$ cat src/hw/udc_pkg.sv
// package: command codes, field layout and reset values for the device command block
package udc_pkg;
  // command phase codes carried in byte 2 of the command word
  localparam logic [7:0] CMD_SET_ADDRESS   = 8'hD0;
  localparam logic [7:0] CMD_CONFIGURE     = 8'hD8;
  localparam logic [7:0] CMD_SET_MODE      = 8'hF3;
  // phase codes carried in byte 1 of the command word
  localparam logic [7:0] PHASE_COMMAND     = 8'h05;
  localparam logic [7:0] PHASE_WRITE       = 8'h01;
  localparam logic [7:0] PHASE_READ        = 8'h02;
  // command word byte positions
  localparam int         CW_PHASE_LSB      = 8;
  localparam int         CW_CODE_LSB       = 16;
  // set-address data byte layout
  localparam int         ADDR_MSB          = 6;
  localparam int         ADDR_EN_BIT       = 7;
  // configure data byte layout
  localparam int         CONF_BIT          = 0;
  // mode data byte layout
  localparam int         MODE_CLK_BIT      = 0;
  localparam int         MODE_NAK_LSB      = 1;
  localparam int         MODE_NAK_MSB      = 6;
  localparam int         NAK_TYPES         = 6;
  // endpoint type indices, NAK mode bit = MODE_NAK_LSB + index
  localparam int         EPT_CTRL_IN       = 0;
  localparam int         EPT_CTRL_OUT      = 1;
  localparam int         EPT_INTR_IN       = 2;
  localparam int         EPT_INTR_OUT      = 3;
  localparam int         EPT_BULK_IN       = 4;
  localparam int         EPT_BULK_OUT      = 5;
  // reset values
  localparam logic [6:0] ADDR_RESET        = 7'h00;
  localparam logic       EN_POR_RESET      = 1'b0;
  localparam logic       EN_BUS_RESET      = 1'b1;
  localparam logic       CONF_RESET        = 1'b0;
  localparam logic [6:0] MODE_RESET        = 7'h00;
endpackage : udc_pkg

$ cat src/hw/udc_nak_if.sv
// interface: per endpoint-type transaction events between the command core and the event gate
`timescale 1ns/1ps
interface udc_nak_if;
  logic [5:0] ack_evt;
  logic [5:0] nak_evt;
  logic [5:0] nak_en;
  logic [5:0] irq;
  modport core (output ack_evt, output nak_evt, output nak_en, input irq);
  modport gate (input ack_evt, input nak_evt, input nak_en, output irq);
endinterface : udc_nak_if

$ cat src/hw/udc_nak_gate.sv
// module: turns endpoint transaction events into endpoint interrupt requests per NAK mode
`timescale 1ns/1ps
module udc_nak_gate (
  input  wire logic i_sys_clk,
  input  wire logic i_reset,
  udc_nak_if.gate   nak
);
  logic [5:0] irq_r;
  logic [5:0] irq_nxt;

  // ==========================================================
  // per type: success always raises, NAK only when its mode bit is set
  genvar g;
  generate
    for (g = 0; g < udc_pkg::NAK_TYPES; g++) begin : g_type
      always_comb begin
        irq_nxt[g] = nak.ack_evt[g] | (nak.nak_evt[g] & nak.nak_en[g]);
      end
    end
  endgenerate

  always_ff @(posedge i_sys_clk) begin
    if (i_reset) begin
      irq_r <= 6'h00;
    end else begin
      irq_r <= irq_nxt;
    end
  end

  assign nak.irq = irq_r;
endmodule : udc_nak_gate

$ cat src/hw/udc_dev_cmd.sv
// module: device-level command handling (set address, configure, set mode)
`timescale 1ns/1ps
// Operation
// - set-address code D0 takes one written byte: address and enable
// - single set-address waits for control status stage before switching address
// - second set-address in a row applies its own written address at once
// - power-on reset clears the function enable bit
// - bus reset sets address zero, enable one; only endpoint zero answers
// - configure code D8 takes one written byte, bit 0 is configured
// - configured flag gates non-control endpoints; resets to zero
// - control endpoints always respond, configured or not
// - good-link LED asserted when configured and pin function selects it
// - set-mode code F3 takes one byte of mode bits, all zero after power-on reset; bus reset keeps them
// - mode bit 0 holds clock request high so clock never stops
// - mode bits 1,2 let NAKs on control IN/OUT raise interrupts
// - mode bits 3,4 do the same for interrupt IN/OUT endpoints
// - mode bits 5,6 do the same for bulk IN/OUT endpoints
// - commands enter as codes in the command code register
module udc_dev_cmd (
  input  wire logic        i_sys_clk,
  input  wire logic        i_reset,
  input  wire logic        i_bus_reset,
  input  wire logic        i_cmd_wr,
  input  wire logic [31:0] i_cmd_code,
  input  wire logic        i_status_done,
  input  wire logic        i_pin_link_sel,
  input  wire logic        i_need_clk,
  input  wire logic [6:0]  i_tok_addr,
  input  wire logic [3:0]  i_tok_ep,
  input  wire logic        i_tok_valid,
  input  wire logic        i_ep_enabled,
  input  wire logic [5:0]  i_ack_evt,
  input  wire logic [5:0]  i_nak_evt,
  output logic             o_cmd_busy,
  output logic [6:0]       o_function_address,
  output logic             o_function_enable,
  output logic             o_configured_flag,
  output logic [6:0]       o_mode,
  output logic             o_usb_need_clk,
  output logic             o_good_link,
  output logic             o_tok_respond,
  output logic [5:0]       o_ep_irq
);
  typedef enum logic [3:0] {
    ST_IDLE = 4'b0001,
    ST_ADDR = 4'b0010,
    ST_CONF = 4'b0100,
    ST_MODE = 4'b1000
  } udc_state_e;

  udc_state_e  state_r, state_nxt;
  logic [6:0]  addr_r, addr_nxt;
  logic [6:0]  pend_addr_r, pend_addr_nxt;
  logic        pend_en_r, pend_en_nxt;
  logic        pend_r, pend_nxt;
  logic        last_addr_r, last_addr_nxt;
  logic        en_r, en_nxt;
  logic        conf_r, conf_nxt;
  logic [6:0]  mode_r, mode_nxt;
  logic [7:0]  phase;
  logic [7:0]  code;
  logic        is_cmd;
  logic        is_wr;
  logic        busy_r, busy_nxt;
  logic        link_r, link_nxt;

  udc_nak_if nak ();

  // ==========================================================
  // command word decode
  assign phase  = i_cmd_code[udc_pkg::CW_PHASE_LSB +: 8];
  assign code   = i_cmd_code[udc_pkg::CW_CODE_LSB +: 8];
  assign is_cmd = i_cmd_wr && (phase == udc_pkg::PHASE_COMMAND);
  assign is_wr  = i_cmd_wr && (phase == udc_pkg::PHASE_WRITE);

  // ==========================================================
  // command sequencer and settings
  always_comb begin
    state_nxt     = state_r;
    addr_nxt      = addr_r;
    pend_addr_nxt = pend_addr_r;
    pend_en_nxt   = pend_en_r;
    pend_nxt      = pend_r;
    last_addr_nxt = last_addr_r;
    en_nxt        = en_r;
    conf_nxt      = conf_r;
    mode_nxt      = mode_r;
    // status stage of the control transfer commits a pending address
    if (pend_r && i_status_done) begin
      addr_nxt = pend_addr_r;
      en_nxt   = pend_en_r;
      pend_nxt = 1'b0;
    end
    if (is_cmd) begin
      case (code)
        udc_pkg::CMD_SET_ADDRESS: state_nxt = ST_ADDR;
        udc_pkg::CMD_CONFIGURE:   state_nxt = ST_CONF;
        udc_pkg::CMD_SET_MODE:    state_nxt = ST_MODE;
        default: begin
          state_nxt     = ST_IDLE;
          last_addr_nxt = 1'b0;
        end
      endcase
    end else if (is_wr) begin
      state_nxt = ST_IDLE;
      case (state_r)
        ST_ADDR: begin
          if (last_addr_r) begin
            addr_nxt = code[udc_pkg::ADDR_MSB:0];
            en_nxt   = code[udc_pkg::ADDR_EN_BIT];
            pend_nxt = 1'b0;
          end else begin
            pend_addr_nxt = code[udc_pkg::ADDR_MSB:0];
            pend_en_nxt   = code[udc_pkg::ADDR_EN_BIT];
            pend_nxt      = 1'b1;
          end
          last_addr_nxt = ~last_addr_r;
        end
        ST_CONF: begin
          conf_nxt      = code[udc_pkg::CONF_BIT];
          last_addr_nxt = 1'b0;
        end
        ST_MODE: begin
          mode_nxt      = code[udc_pkg::MODE_NAK_MSB:0];
          last_addr_nxt = 1'b0;
        end
        default: ;
      endcase
    end
    if (i_bus_reset) begin
      addr_nxt      = udc_pkg::ADDR_RESET;
      en_nxt        = udc_pkg::EN_BUS_RESET;
      pend_nxt      = 1'b0;
      last_addr_nxt = 1'b0;
      conf_nxt      = udc_pkg::CONF_RESET;
    end
  end

  always_ff @(posedge i_sys_clk) begin
    if (i_reset) begin
      state_r     <= ST_IDLE;
      addr_r      <= udc_pkg::ADDR_RESET;
      pend_addr_r <= udc_pkg::ADDR_RESET;
      pend_en_r   <= udc_pkg::EN_POR_RESET;
      pend_r      <= 1'b0;
      last_addr_r <= 1'b0;
      en_r        <= udc_pkg::EN_POR_RESET;
      conf_r      <= udc_pkg::CONF_RESET;
      mode_r      <= udc_pkg::MODE_RESET;
    end else begin
      state_r     <= state_nxt;
      addr_r      <= addr_nxt;
      pend_addr_r <= pend_addr_nxt;
      pend_en_r   <= pend_en_nxt;
      pend_r      <= pend_nxt;
      last_addr_r <= last_addr_nxt;
      en_r        <= en_nxt;
      conf_r      <= conf_nxt;
      mode_r      <= mode_nxt;
    end
  end

  // ==========================================================
  // token acceptance: control endpoint always, others only when configured
  always_comb begin
    o_tok_respond = 1'b0;
    if (i_tok_valid && en_r && (i_tok_addr == addr_r)) begin
      if (i_tok_ep == 4'h0) begin
        o_tok_respond = 1'b1;
      end else begin
        o_tok_respond = conf_r && i_ep_enabled;
      end
    end
  end

  // ==========================================================
  // NAK interrupt gating
  assign nak.ack_evt = i_ack_evt;
  assign nak.nak_evt = i_nak_evt;
  assign nak.nak_en  = mode_r[udc_pkg::MODE_NAK_MSB:udc_pkg::MODE_NAK_LSB];

  udc_nak_gate u_gate (
    .i_sys_clk (i_sys_clk),
    .i_reset   (i_reset),
    .nak       (nak.gate)
  );

  // ==========================================================
  // registered status outputs
  // busy follows the next state, so it still rises at the command edge
  // the led lags the pin select by one clock, never the configured flag
  always_comb begin
    busy_nxt = (state_nxt != ST_IDLE);
    link_nxt = conf_nxt & i_pin_link_sel;
  end

  always_ff @(posedge i_sys_clk) begin
    if (i_reset) begin
      busy_r <= 1'b0;
      link_r <= 1'b0;
    end else begin
      busy_r <= busy_nxt;
      link_r <= link_nxt;
    end
  end

  // ==========================================================
  // outputs
  assign o_cmd_busy         = busy_r;
  assign o_function_address = addr_r;
  assign o_function_enable  = en_r;
  assign o_configured_flag  = conf_r;
  assign o_mode             = mode_r;
  assign o_usb_need_clk     = mode_r[udc_pkg::MODE_CLK_BIT] | i_need_clk;
  assign o_good_link        = link_r;
  assign o_ep_irq           = nak.irq;
endmodule : udc_dev_cmd

$ cat config.mk
export PLATFORM = sky130hd
export DESIGN_NAME = udc_dev_cmd
export DESIGN_NICKNAME = d
export VERILOG_FILES = /design/src/hw/udc_pkg.sv /design/src/hw/udc_nak_if.sv /design/src/hw/udc_nak_gate.sv /design/src/hw/udc_dev_cmd.sv
export SDC_FILE = /design/constraint.sdc
export NUM_CORES = 1
export LEC_CHECK = 0
export BUFFER_PORTS_ARGS = -buffer_cell sky130_fd_sc_hd__buf_2
export CORE_MARGIN = 4
export CORE_UTILIZATION = 40
export DETAILED_ROUTE_END_ITERATION = 10
export PLACE_DENSITY = 0.75
export SYNTH_ARGS = -nofsm -noshare
export SYNTH_HDL_FRONTEND = slang
export SYNTH_SLANG_ARGS = --single-unit
export TNS_END_PERCENT = 100
$ cat constraint.sdc
create_clock -name i_sys_clk -period 1.54 [get_ports i_sys_clk]
set_clock_uncertainty 0.1 [all_clocks]
set_input_delay 0 -clock i_sys_clk [delete_from_list [all_inputs] [get_ports i_sys_clk]]
set_output_delay 0 -clock i_sys_clk [all_outputs]
set_load 0.005 [all_outputs]
==> impl_metrics.csv, run 1 <==
group,metric,value,unit
pwr,powerDensity,748,mW/mm^2
cells_and_area,antennaDiodeCount,0,
clock_tree,numCtsBuffers,5,
die,ioPinCount,90,
die,die_area,0.00534,sq mm
sta,min_period,1.49,ns
global_routing,grt_first_pass_wirelength,6740,um
cells_and_area,final_cell_mix,"buf_2 (73), dfxtp_1 (37), nor2_1 (34), mux2i_1 (25), dlygate4sd3_1 (22)",
global_routing,grt_use_total,16.3,%
clock_tree,cts_max_path_buffers,2,
cells_and_area,finalNonFillerCells,334,
logic_synthesis,syn-num-nets,240,
worst_hold_path,hold_start,"i_cmd_code[15]",
sta,slew_violations,0,
logic_synthesis,synth_seq_cells,38,
detailed_routing,dr.pass1.iters,4,
logic_synthesis,synthCells,176,
logic_synthesis,netlist_top_cells_area,"dfxtp_1 (45%), mux2i_1 (15%), nor2_1 (7.5%)",
die,die_width,73.1,um
cells_and_area,final_common_cell,"buf_2",
clock_tree,cts_root_buf,"clkbuf_8",
outcome,outcome,"complete, but fails checks",
detailed_routing,drc,0,
sta,setup_viol,0,
worst_setup_path,critical_path_class,"flip-flop to flip-flop",
global_routing,antenna_found_initial,0,
place,postPlaceCellArea,0.00218,sq mm
pwr,peakVddDrop,0.597,mV
sta,finalSetupTns,0,ns
global_routing,grt-busiest-layer,"met2",
pwr,total_leakage_power,0.00125,uW
detailed_routing,viasPerCell,4.96,
sta,fmax,0.670,GHz
logic_synthesis,synth_area_leader_cell,"dfxtp_1",
global_routing,grtUsageMet2,29.1,%
worst_setup_path,crit_fanout,7,
die,core_region_area,0.00406,sq mm
worst_setup_path,arrival,1.60,ns
worst_setup_path,cp-start-kind,"flip-flop",
logic_synthesis,postSynthAreaPerCell,9.63,sq um
worst_hold_path,hp-class,"input port to flip-flop",
detailed_routing,wire_per_inst,13.1,um
worst_setup_path,r2r_slack,0.05,ns
detailed_routing,dr_total_vias,1658,
place,place_congestion,0.814,
worst_setup_path,crit_required,1.64,ns
cells_and_area,fin_util,61.9,%
sta,timing.final.crit_share,96.9,%
detailed_routing,drt_wl_total,4370,um
outcome,violations,"hold timing",
sta,tightest_slew,0.437,ns
place,portBuffers,73,
clock_tree,clock_sinks,38,
logic_synthesis,synth.distinct_cells,34,
worst_setup_path,crit_path_end_kind,"flip-flop",
cells_and_area,fin_area,0.00251,sq mm
die,start_util,41.8,%
global_routing,grtUsageMet1,19.4,%
logic_synthesis,seq_area_frac_synth,44.9,%
logic_synthesis,synth_area,0.00170,sq mm
place,dp_hpwl,3080,um
sta,holdWs,-0.00638,ns
detailed_routing,drtIter0Drc,83,
global_routing,grt_pass1_vias,1506,
cells_and_area,synthToLayoutAreaGrowth,48.0,%
worst_hold_path,worstHoldEndpoint,"pend_r",
clock_tree,clock_latency,0.28,ns
cells_and_area,nets,347,
detailed_routing,ant_nets,0,
clock_tree,cts_tree,"yes",
worst_setup_path,r2r_cells,5,
sta,hold_viol_final,1,
worst_hold_path,hold_path_depth,5,
clock_tree,clk_pin_slew_worst_paths,0.07,ns
die,die_y,73.1,um
global_routing,grt_max_degree,29,
flow_run,max_cap_viol_count,0,
global_routing,grtUsageMet3,3.58,%
logic_synthesis,ys_warn_count,0,
die,rows,23,
clock_tree,h-tree-depth,2,
worst_setup_path,timing.rr.start,"state_r[2]",
sta,slew_headroom,70.8,%
logic_synthesis,synth_top_area_share,44.9,%
worst_setup_path,reg2reg_to,"o_function_address[6]",
sta,grt_setup_unrepaired,"yes",
cells_and_area,drive_gt1_share,37.7,%
global_routing,grt_overflow,0,
place,dp.cells,303,
-- per-stage QoR --
stage | power (uW) | hold WS (ns) | worst slack [ns]
2_1_floorplan | 1070 | -0.0146 | 0.0888
3_3_place_gp | 1170 | 0.104 | 0.0752
3_5_place_dp | 1170 | 0.110 | 0.0339
4_1_cts | 1900 | -0.00868 | 0.0159
5_1_grt | 1950 | 0.0271 | -0.0227
6_report | 1880 | -0.00638 | 0.0472
-- sequential cells by signal, indices dropped and copies added (netlist names) --
register and count:
o_function_address 7, o_mode 7, pend_addr_r 7, u_gate.nak.irq 6, state_r 4, last_addr_r 1, o_cmd_busy 1, o_configured_flag 1
o_function_enable 1, o_good_link 1, pend_en_r 1, pend_r 1
-- worst max-delay path by stage --
stage               start  cells after the start                    end  slack, ns
2_1_floorplan  state_r[1]                      5  o_function_address[6]       0.09
3_3_place_gp   state_r[2]                      5  o_function_address[6]       0.08
3_5_place_dp   state_r[2]                      5  o_function_address[6]       0.03
4_1_cts        state_r[2]                      5  o_function_address[6]       0.02
5_1_grt        state_r[2]                      5  o_function_address[6]      -0.02
6_report       state_r[2]                      5  o_function_address[6]       0.05
-- cell type report --
class,count,area [sq um]
fill,352,1550
multi-input combinational,128,907
sequential,38,762
timing repair buffer,107,676
clock buffer,7,86.3
tap,50,62.6
inverter,3,11.3
clock inverter,1,5.00
-- critical path, cell delays in order, from the launching register on --
cell,delay [ns]
dfxtp_2,0.36
nor3b_4,0.23
nand4_1,0.13
or2_0,0.21
buf_4,0.18
a211oi_2,0.20
-- report_power, final --
| part | internal [uW] | switching, uW |
|---|---|---|
| Clock | 361 | 322 |
| Sequential | 993 | 3.96 |
| Combinational | 113 | 84.8 |
-- synth_stat cells (all sizes together) --
cell type	instances
a211o	1
a211oi	10
a21o	1
a21oi	9
a31o	1
a31oi	1
and3	1
buf	6
clkbuf	1
dfxtp	38
inv	3
mux2i	25
nand2	5
nand3	1
nand4	7
nand4b	2
nor2	34
nor3	4
nor3b	6
nor4	4
nor4bb	1
o21ai	1
o21bai	1
o22ai	1
or2	3
or3	1
xnor2	7
xor2	1
-- metal layers --
metal / routed length, um / share of wire, %
met2: 2250 / 51
met4: 24 / 0.55
met3: 254 / 5.8
met5: 0 / 0
met1: 1840 / 42
-- cell families after synthesis --
family / count (synthesis) / synth area share [%]
AO/OA/AOI/OAI: 26 / 12.1
AND/OR/NAND/NOR: 69 / 21.6
XOR/XNOR: 8 / 4.13
buffers and inverters: 10 / 2.58
flip-flops: 38 / 44.9
multiplexers: 25 / 14.8
-- what timing repair did --
item                                    CTS  global route
gates resized for setup                   0             3
hold endpoints to repair                 29             0
buffers inserted                          0             1
hold buffers                             22             0
endpoints found under the setup margin    0            12
Power figures use the tool's default switching activity.
==> inputs of run 2 (changes only) <==
Settings changed: SETUP_SLACK_MARGIN from default to 0.05.
==> run 2 against run 1 <==
The flow still finishes with violations (hold timing). Power barely moved. Critical path type unchanged. Global-route usage rose by 0.14 points. Via count rose by 0.12%.
==> impl_metrics.csv, run 2 (synthesized netlist as in run 1, its figures left out) <==
group,metric,value,unit
sta,fmax,0.687,GHz
place,postPlaceCellArea,0.00218,sq mm
global_routing,grt_pass1_vias,1542,
cells_and_area,synthToLayoutAreaGrowth,50.0,%
sta,timing.final.crit_share,94.5,%
clock_tree,cts_root_buf,"clkbuf_8",
global_routing,grt_use_total,16.5,%
worst_setup_path,critical_path_class,"flip-flop to flip-flop",
global_routing,grt_max_degree,29,
pwr,intPower,1470,uW
worst_setup_path,cp-start-kind,"flip-flop",
detailed_routing,dr.pass1.iters,4,
pwr,power_frac_seq,53.0,%
clock_tree,clock_latency,0.28,ns
cells_and_area,nets,347,
pwr,p_clk_share,36.3,%
die,ioPinCount,90,
clock_tree,numCtsBuffers,5,
cells_and_area,fin_area,0.00254,sq mm
clock_tree,cts_tree,"yes",
die,die_y,73.1,um
cells_and_area,fill_cells,353,
pwr,switching_share,21.8,%
place,place_congestion,0.814,
sta,finalSetupTns,0,ns
place,dp_hpwl,3080,um
detailed_routing,wire_per_inst,13.2,um
flow_run,max_cap_viol_count,0,
cells_and_area,multi_input_area,925,sq um
pwr,power.net_switching,410,uW
worst_setup_path,crit_required,1.64,ns
worst_setup_path,crit_fanout,7,
detailed_routing,dr_total_vias,1660,
worst_setup_path,crit_path_end_kind,"flip-flop",
global_routing,antenna_found_initial,0,
sta,hold_viol_final,1,
detailed_routing,drc,0,
sta,slew_violations,0,
worst_hold_path,hp-class,"input port to flip-flop",
sta,setup_viol,0,
clock_tree,cts_max_path_buffers,2,
sta,holdWs,-0.00704,ns
outcome,outcome,"complete, but fails checks",
detailed_routing,ant_nets,0,
die,rows,23,
clock_tree,clk_pin_slew_worst_paths,0.07,ns
cells_and_area,final_common_cell,"buf_2",
pwr,powerDensity,738,mW/mm^2
die,die_width,73.1,um
pwr,pwr-share-comb,10.7,%
sta,grt_setup_unrepaired,"yes",
pwr,peakVddDrop,0.643,mV
detailed_routing,viasPerCell,4.97,
cells_and_area,regArea,766,sq um
cells_and_area,drive_gt1_share,39.4,%
die,die_area,0.00534,sq mm
detailed_routing,drt_wl_total,4410,um
global_routing,grt_overflow,0,
clock_tree,h-tree-depth,2,
outcome,violations,"hold timing",
pwr,total_leakage_power,0.00127,uW
worst_setup_path,arrival,1.56,ns
cells_and_area,final_cell_mix,"buf_2 (70), dfxtp_1 (36), nor2_1 (33), mux2i_1 (25), dlygate4sd3_1 (22)",
sta,tightest_slew,0.441,ns
clock_tree,clock_sinks,38,
cells_and_area,fin_util,62.7,%
die,start_util,41.8,%
sta,slew_headroom,70.5,%
cells_and_area,antennaDiodeCount,0,
global_routing,grt_first_pass_wirelength,6800,um
place,portBuffers,73,
sta,min_period,1.46,ns
detailed_routing,drtIter0Drc,81,
die,core_region_area,0.00406,sq mm
run 2: final cells by class:
cell class | instances | area share [%]
repair buffers | 107 | 27.0
clock inverters | 1 | 0.197
multi-input cells | 128 | 36.4
inverters | 3 | 0.443
flip-flops and latches | 38 | 30.1
clock buffers | 7 | 3.40
well taps | 50 | 2.46
run 2: worst paths after layout:
path	cells past startpoint	slack [ns]	to	start
worst min-delay path	5	-0.007	pend_r	i_cmd_code[15]
worst max register to register	5	0.08	o_function_address[4]	state_r[2]
worst max-delay path	5	0.08	o_function_address[4]	state_r[2]
worst min register to register	2	0.40	pend_en_r	pend_en_r
run 2: what timing repair did:
action	CTS	global route
resized for setup	2	12
cloned	0	0
hold endpoints to repair	29	0
endpoints found under the setup margin	5	18
hold buffers	22	0
pin swaps	1	6
setup buffers	1	0
run 2: through the flow:
step           total power [uW]  setup WS, ns  cells  hold slack (ns)
2_1_floorplan              1070        0.0888    176          -0.0146
3_3_place_gp               1170        0.0752    303            0.104
3_5_place_dp               1170        0.0339    303            0.110
4_1_cts                    1900        0.0560    334         -0.00869
5_1_grt                    1950        0.0143    334           0.0267
6_report                   1880        0.0843    334         -0.00704
run 2: critical path: stages, from the launching register on:
cell and delay [ns]:
dfxtp_4 0.37, nor3b_4 0.21, nand4_1 0.13, or2_1 0.25, buf_6 0.15, a211oi_2 0.16
run 2: metal layers:
metal / vias to the layer above / routed length, um / global-route usage, %
met5: - / 0 / 0
met4: 0 / 36 / 5.94
met3: 4 / 222 / 3.58
met2: 44 / 2240 / 28.9
met1: 768 / 1900 / 19.5
li1: 844 / - / -
run 2: power groups by stage:
stage	Sequential (uW)	Clock [uW]	Combinational, uW
2_1_floorplan	1020	0	49.3
3_3_place_gp	1020	0	150
3_5_place_dp	1020	0	152
4_1_cts	996	704	196
5_1_grt	996	741	218
6_report	995	681	200
